### config.mk
export PLATFORM = sky130hd
export DESIGN_NAME = clc_cmd
export DESIGN_NICKNAME = d
export VERILOG_FILES = /design/src/clc_pkg.sv /design/src/clc_cmd.sv /design/src/clc_reply.sv
export SDC_FILE = /design/constraint.sdc
export NUM_CORES = 1
export LEC_CHECK = 0
export BUFFER_PORTS_ARGS = -buffer_cell sky130_fd_sc_hd__buf_2
export CAP_MARGIN = 10
export CORE_MARGIN = 1.5
export CORE_UTILIZATION = 60
export DETAILED_ROUTE_END_ITERATION = 6
export GPL_TIMING_DRIVEN = 0
export PLACE_DENSITY_LB_ADDON = 0.1
export SETUP_SLACK_MARGIN = 0.05
export SYNTH_ARGS = -nofsm -noshare
export SYNTH_HDL_FRONTEND = slang
export SYNTH_SLANG_ARGS = --single-unit
### constraint.sdc
create_clock -name i_clk -period 13.4 [get_ports i_clk]
set_input_delay 2.68 -clock i_clk [delete_from_list [all_inputs] [get_ports i_clk]]
set_output_delay 2.68 -clock i_clk [all_outputs]
set_load 0.05 [all_outputs]
### src/clc_pkg.sv
package clc_pkg;

	// ==========================================
	// opcodes
	localparam logic [7:0] OP_SET_RATE   = 8'h05;
	localparam logic [7:0] OP_SET_ECHO   = 8'h06;
	localparam logic [7:0] OP_GET_RATE   = 8'h0b;
	localparam logic [7:0] OP_GET_FILT   = 8'h09;
	localparam logic [7:0] OP_EXIT_CFG   = 8'hc1;

	// ==========================================
	// bit-rate index range, echo state codes and reset values
	localparam logic [7:0] RATE_MIN      = 8'h01;
	localparam logic [7:0] RATE_MAX      = 8'h08;
	localparam logic [7:0] RATE_RST      = 8'h05;
	localparam logic [7:0] ECHO_OFF      = 8'h00;
	localparam logic [7:0] ECHO_ON       = 8'h01;
	localparam logic       ECHO_RST      = 1'b0;

	// ==========================================
	// filter list
	localparam int         FILT_DEPTH    = 8;
	localparam int         FILT_AW       = 3;

	typedef struct packed {
		logic [31:0] id;
		logic [31:0] mask;
	} clc_filt_s;

	// reply byte stream toward the host
	typedef struct packed {
		logic       valid;
		logic [7:0] data;
		logic       last;
	} clc_byte_s;

endpackage

### src/clc_cmd.sv
`timescale 1ns/1ps
module clc_cmd (
	input  wire logic                       i_clk,
	input  wire logic                       i_rst,
	input  wire logic                       i_cfg_enter,
	input  wire logic                       i_rx_valid,
	input  wire logic [7:0]                 i_rx_data,
	output logic                            o_rx_ready,
	input  wire logic                       i_filt_we,
	input  wire logic [clc_pkg::FILT_AW-1:0] i_filt_idx,
	input  wire logic                       i_filt_used,
	input  wire clc_pkg::clc_filt_s         i_filt,
	input  wire logic                       i_tx_ready,
	output clc_pkg::clc_byte_s              o_tx,
	output logic [7:0]                      o_rate_idx,
	output logic                            o_echo_en,
	output logic                            o_cfg_mode
);
	typedef enum {ST_OP, ST_RATE, ST_ECHO, ST_GRATE, ST_GFILT} clc_state_e;

	// ==========================================
	// state
	clc_state_e                 state;
	clc_state_e                 next_state;
	logic [7:0]                 rate;
	logic [7:0]                 next_rate;
	logic                       echo;
	logic                       next_echo;
	logic                       cfg;
	logic                       next_cfg;
	clc_pkg::clc_filt_s         filt_mem [clc_pkg::FILT_DEPTH];
	logic [clc_pkg::FILT_DEPTH-1:0] used;
	logic [clc_pkg::FILT_DEPTH-1:0] next_used;
	logic [clc_pkg::FILT_AW-1:0] rd_idx;
	logic                       rep_busy;
	logic                       rep_start;
	clc_pkg::clc_byte_s         rep_byte;

	function automatic logic rate_ok(input logic [7:0] v);
		rate_ok = (v >= clc_pkg::RATE_MIN) && (v <= clc_pkg::RATE_MAX);
	endfunction

	assign o_rate_idx = rate;
	assign o_echo_en  = echo;
	assign o_cfg_mode = cfg;
	// bytes are held off while a reply is still going out
	assign o_rx_ready = (state == ST_OP) || (state == ST_RATE) || (state == ST_ECHO);
	assign rep_start  = (state == ST_GFILT) && !rep_busy;

	// ==========================================
	// decoder
	always_comb begin
		next_state = state;
		next_rate  = rate;
		next_echo  = echo;
		next_cfg   = cfg;
		o_tx       = rep_byte;
		case (state)
			ST_OP: begin
				if (i_rx_valid && cfg) begin
					case (i_rx_data)
						clc_pkg::OP_SET_RATE: next_state = ST_RATE;
						clc_pkg::OP_SET_ECHO: next_state = ST_ECHO;
						clc_pkg::OP_GET_RATE: next_state = ST_GRATE;
						clc_pkg::OP_GET_FILT: next_state = ST_GFILT;
						clc_pkg::OP_EXIT_CFG: next_cfg = 1'b0;
						default: next_state = ST_OP;
					endcase
				end
				if (i_cfg_enter) begin
					next_cfg = 1'b1;
				end
			end
			ST_RATE: begin
				if (i_rx_valid) begin
					if (rate_ok(i_rx_data)) begin
						next_rate = i_rx_data;
					end
					next_state = ST_OP;
				end
			end
			ST_ECHO: begin
				if (i_rx_valid) begin
					if (i_rx_data == clc_pkg::ECHO_OFF) begin
						next_echo = 1'b0;
					end else if (i_rx_data == clc_pkg::ECHO_ON) begin
						next_echo = 1'b1;
					end
					next_state = ST_OP;
				end
			end
			ST_GRATE: begin
				o_tx.valid = 1'b1;
				o_tx.data  = rate;
				o_tx.last  = 1'b1;
				if (i_tx_ready) begin
					next_state = ST_OP;
				end
			end
			ST_GFILT: begin
				// one cycle after start the serialiser is busy; leave when it finishes
				if (rep_byte.valid && rep_byte.last && i_tx_ready) begin
					next_state = ST_OP;
				end
			end
			default: next_state = ST_OP;
		endcase
	end

	// settings registers; reset drops config mode so nothing changes before the pin is given
	always_ff @(posedge i_clk) begin
		if (i_rst) begin
			state <= ST_OP;
			rate  <= clc_pkg::RATE_RST;
			echo  <= clc_pkg::ECHO_RST;
			cfg   <= 1'b0;
		end else begin
			state <= next_state;
			rate  <= next_rate;
			echo  <= next_echo;
			cfg   <= next_cfg;
		end
	end

	// ==========================================
	// filter table, written by the add/remove logic elsewhere
	// a removed slot drops its used bit and its words are overwritten with i_filt; unused words are never sent
	always_comb begin
		next_used = used;
		if (i_filt_we) begin
			next_used[i_filt_idx] = i_filt_used;
		end
	end

	always_ff @(posedge i_clk) begin
		if (i_rst) begin
			used <= '0;
		end else begin
			used <= next_used;
		end
	end

	// contents need no reset: the used bits gate them
	always_ff @(posedge i_clk) begin
		if (i_filt_we) begin
			filt_mem[i_filt_idx] <= i_filt;
		end
	end

	clc_reply u_reply (
		.i_clk   (i_clk),
		.i_rst   (i_rst),
		.i_start (rep_start),
		.i_used  (used),
		.i_entry ({filt_mem[rd_idx].mask, filt_mem[rd_idx].id}),
		.i_ready (i_tx_ready),
		.o_idx   (rd_idx),
		.o_busy  (rep_busy),
		.o_byte  (rep_byte)
	);
endmodule

### src/clc_reply.sv
`timescale 1ns/1ps
// ==========================================
// serialiser: streams the filter list as id then mask, lsb first
module clc_reply (
	input  wire logic                       i_clk,
	input  wire logic                       i_rst,
	input  wire logic                       i_start,
	input  wire logic [clc_pkg::FILT_DEPTH-1:0] i_used,
	input  wire logic [63:0]                i_entry,
	input  wire logic                       i_ready,
	output logic [clc_pkg::FILT_AW-1:0]     o_idx,
	output logic                            o_busy,
	output clc_pkg::clc_byte_s              o_byte
);
	logic [clc_pkg::FILT_AW:0] idx;
	logic [2:0]                bsel;
	logic                      busy;
	logic [clc_pkg::FILT_AW:0] next_idx;
	logic [2:0]                next_bsel;
	logic                      next_busy;
	logic                      sel_used;

	assign o_idx    = idx[clc_pkg::FILT_AW-1:0];
	assign o_busy   = busy;
	assign sel_used = (idx < 4'(clc_pkg::FILT_DEPTH)) && i_used[o_idx];

	// walk entries; unused slots are skipped one per cycle
	always_comb begin
		next_idx  = idx;
		next_bsel = bsel;
		next_busy = busy;
		o_byte    = '0;
		if (!busy) begin
			if (i_start) begin
				next_busy = 1'b1;
				next_idx  = '0;
				next_bsel = '0;
			end
		end else if (idx == 4'(clc_pkg::FILT_DEPTH)) begin
			// terminator byte 0x00 with last, so an empty list still answers
			o_byte.valid = 1'b1;
			o_byte.last  = 1'b1;
			if (i_ready) begin
				next_busy = 1'b0;
			end
		end else if (!sel_used) begin
			next_idx = idx + 4'h1;
		end else begin
			o_byte.valid = 1'b1;
			o_byte.data  = i_entry[8*bsel +: 8];
			if (i_ready) begin
				next_bsel = bsel + 3'h1;
				if (bsel == 3'h7) begin
					next_idx = idx + 4'h1;
				end
			end
		end
	end

	always_ff @(posedge i_clk) begin
		if (i_rst) begin
			idx  <= '0;
			bsel <= '0;
			busy <= 1'b0;
		end else begin
			idx  <= next_idx;
			bsel <= next_bsel;
			busy <= next_busy;
		end
	end
endmodule

==> metrics.txt <==
Hold/Removal Path Class=reg2reg; Largest stage delay, worst path=0.72 ns; EDFF count, synth=512; clk_lat worst skew=0.58 ns; Fin Setup TNS=0 ns; CP Capture Point=o_tx[4]; met2 Usage GRT=42.42%; Gate Count Post-Synth=1,078; layer with the highest usage=met2; syn_nets=1,164; reg-to-reg endpoint=u_reply.bsel[0]$_SDFFE_PP0P_; drt pass-1 iters=5; met1 Usage GRT=38.27%; mapped cell area=0.02133 mm^2; Reg power frac=56.1%; gr usage total=26.88%; Worst-Margin Slew=0.9794 ns; Slew headroom=34.70%; hpwl dp=31,380 um; drt initial violations=1,045; Slew Limit Fails=0; routability congestion estimate=0.8258; clk sinks=544; Num CTS Buffers=52; antenna violations before repair=7; Synth cell types=50; core region area=0.03480 mm^2; DRC=0; drt total wl=47,320 um; commonest cells in the netlist=edfxtp_1, mux4_2, a22oi_1, nand2_1, mux2i_1; TritonCTS clock tree=built; Top FF cell, synth=edfxtp_1; CTS root buffer=clkbuf_16; internal power=2.748 mW; via total after detailed routing=11,060; cell breakdown of the critical path=buf_2 > buf_2 > clkbuf_1 > mux4_2 > a22oi_1 > a21o_1 > nand3_1 > buf_2; layout cells sized above 1=28.01%; clock skew=0.006011 ns; Min Hold Slack=0.4830 ns; Nets=1,347; sw frac=19.84%; PD cells=139.3 mW/mm^2; worst IR drop on VDD=0.1387 mV; I/O pin cnt=103; IO buf count=98; drt wl/cell=26.89 um; fmax=0.1602 GHz; fin crit period=6.241 ns; clock-pin slew on the worst setup and hold paths=0.06 ns; Leakage=7.936 nW; #FFs+latches synth=544; asr flop ratio synth=0%; Synth area leaders=edfxtp_1, mux4_2, dfxtp_1, a22oi_1, mux2i_1; max-cap viol count=0; vias per cell=6.284; reg2reg start=u_reply.idx[1]$_SDFFE_PP0P_; crit path DAT=3.56 ns; met3 Usage GRT=5.434%; combinational share of power=2.8%; Initial Util=61.29%; Worst R2R Setup Slack=11.39 ns; worst-path fanout max=10; area delta synth->final=15.39%; worst r2r path cells=6; multi-input logic area=0.004999 mm^2; share of the synthesized area in the top cell type=72.08%; post-synthesis sequential area ratio=75.09%; largest net degree at the start of global routing=26; Rows=68; Yosys warning count=0; clock network power share=41.1%; WS Path Type=reg2out; Req. time, crit path=10.72 ns; hold path depth=2; clock buffer depth=3; RSZ-0062 raised after global routing=false; crit-path most repeated cell=buf_2; global-route wire length before repair=70,060 um; Startpoint Class=flop; status=finished clean; Critical Path Slowest Stage Cell=clkbuf_1; period utilisation layout=46.57%; setup bufs post-CTS=0; NetSw=0.6802 mW; Routed Antenna Nets=0; area of the die=0.03669 mm^2; final setup vio count=0; cts repair resizes=0; grt total ovfl=0; most common cell in the netlist=edfxtp_1; H-tree depth=2; FILL cells=2,159; chip width=191.5 um; leading area contributor after synthesis=edfxtp_1; die height=191.5 um; Storage cell area=0.01602 mm^2; Setup crit end kind=output port; vias in the first global route=11,140; hold buffers post-CTS=0; mean post-synth cell area=19.79 um^2; Final Hold Viols=0
==> through the flow <==
stage | utilization [%] | cells | total power, mW | instance area [um^2] | setup slack [ns]
after floorplan | - | 1078 | 1.998 | 21330 | 5.430
after global placement | 64.34 | 1631 | 2.045 | 22390 | 0.6483
after detailed placement | 65.99 | 1662 | 2.055 | 22960 | 7.750
after CTS | 70.71 | 1758 | 3.449 | 24610 | 7.124
after global routing | 70.72 | 1759 | 3.523 | 24610 | 6.974
final | 70.72 | 1760 | 3.428 | 24610 | 7.159
==> metal layers <==
metal / vias up / routed length (um)
li1: 4840 / -
met3: 81 / 3877
met1: 5666 / 19350
met5: - / 46
met4: 8 / 1269
met2: 464 / 22770
==> cell type report <==
class	instances	area share (%)
multi-input combinational	469	20.31
sequential	544	65.07
clock inverter	37	1.200
timing repair buffer	129	4.098
buffer	59	1.413
tap	455	2.313
inverter	6	0.09151
clock buffer	59	5.480
antenna	2	0.02034
==> flip-flops by register name, summed over array words and instances (netlist names), named ones only <==
register,flops
used,8
filt_mem,512
state,3
o_echo_en,1
o_cfg_mode,1
u_reply.bsel,3
o_rate_idx,8
u_reply.idx,4
u_reply.o_busy,1
==> cells in the final DEF, fill, tap and decap left out, types with 4 or more instances in the layout <==
cell / instances
ha_1: 4
a211oi_1: 8
edfxtp_1: 512
and2_1: 5
and3_1: 14
nor2_1: 25
buf_1: 10
inv_1: 6
nor2b_1: 9
buf_12: 15
clkbuf_1: 25
buf_16: 4
a221o_1: 8
dfxtp_1: 32
a21o_1: 8
o21ai_0: 11
clkinvlp_4: 4
mux2_2: 8
nand3_1: 14
a21oi_1: 21
bufinv_16: 4
buf_6: 17
clkinv_1: 12
nor2_4: 6
mux2i_1: 43
buf_2: 116
mux4_1: 5
a22oi_1: 58
clkinv_2: 16
o22ai_1: 8
nor3b_1: 4
nand2_1: 51
nand4_1: 5
nor3_1: 7
clkbuf_16: 53
mux4_2: 108
buf_4: 4
nand2b_1: 15
==> power by group through the flow <==
stage	combinational (mW)	sequential [mW]	clock [mW]
6_report	0.0951	1.92	1.41
5_1_grt	0.103	1.93	1.49
4_1_cts	0.0956	1.92	1.43
3_5_place_dp	0.0952	1.96	0
3_3_place_gp	0.0812	1.96	0
2_1_floorplan	0.0374	1.96	0
==> logic make-up (layout without fill, tap and decap cells) <==
kind of cell | Yosys count | after routing | share of synthesized area [%]
AOI/OAI and AO/OA | 134 | 134 | 4.523
adders and majority gates | 4 | 4 | 0.2347
buffers and inverters | 65 | 290 | 1.736
DFF | 544 | 544 | 75.09
muxes | 164 | 164 | 14.46
other | 0 | 2 | 0
and+or+nand+nor | 167 | 167 | 3.960
==> critical path: cells and delay by family (launching register included) <==
| kind | cells | cell delay, ns |
|---|---|---|
| AOI/OAI and AO/OA | 2 | 0.58 |
| buffers and inverters | 4 | 1.52 |
| DFF | 1 | 0.30 |
| muxes | 1 | 0.41 |
| and+or+nand+nor | 1 | 0.16 |
==> how the worst min path moves through the flow <==
stage | from | to | slack, ns
global placement | used[5]$_SDFFE_PP0P_ | used[5]$_SDFFE_PP0P_ | 0.46
finish | used[5]$_SDFFE_PP0P_ | used[5]$_SDFFE_PP0P_ | 0.48
global route | used[5]$_SDFFE_PP0P_ | used[5]$_SDFFE_PP0P_ | 0.50
CTS | used[5]$_SDFFE_PP0P_ | used[5]$_SDFFE_PP0P_ | 0.48
floorplan | used[7]$_SDFFE_PP0P_ | used[7]$_SDFFE_PP0P_ | 0.45
detailed placement | used[5]$_SDFFE_PP0P_ | used[5]$_SDFFE_PP0P_ | 0.47
No activity file was read; power rests on OpenSTA's default activity.
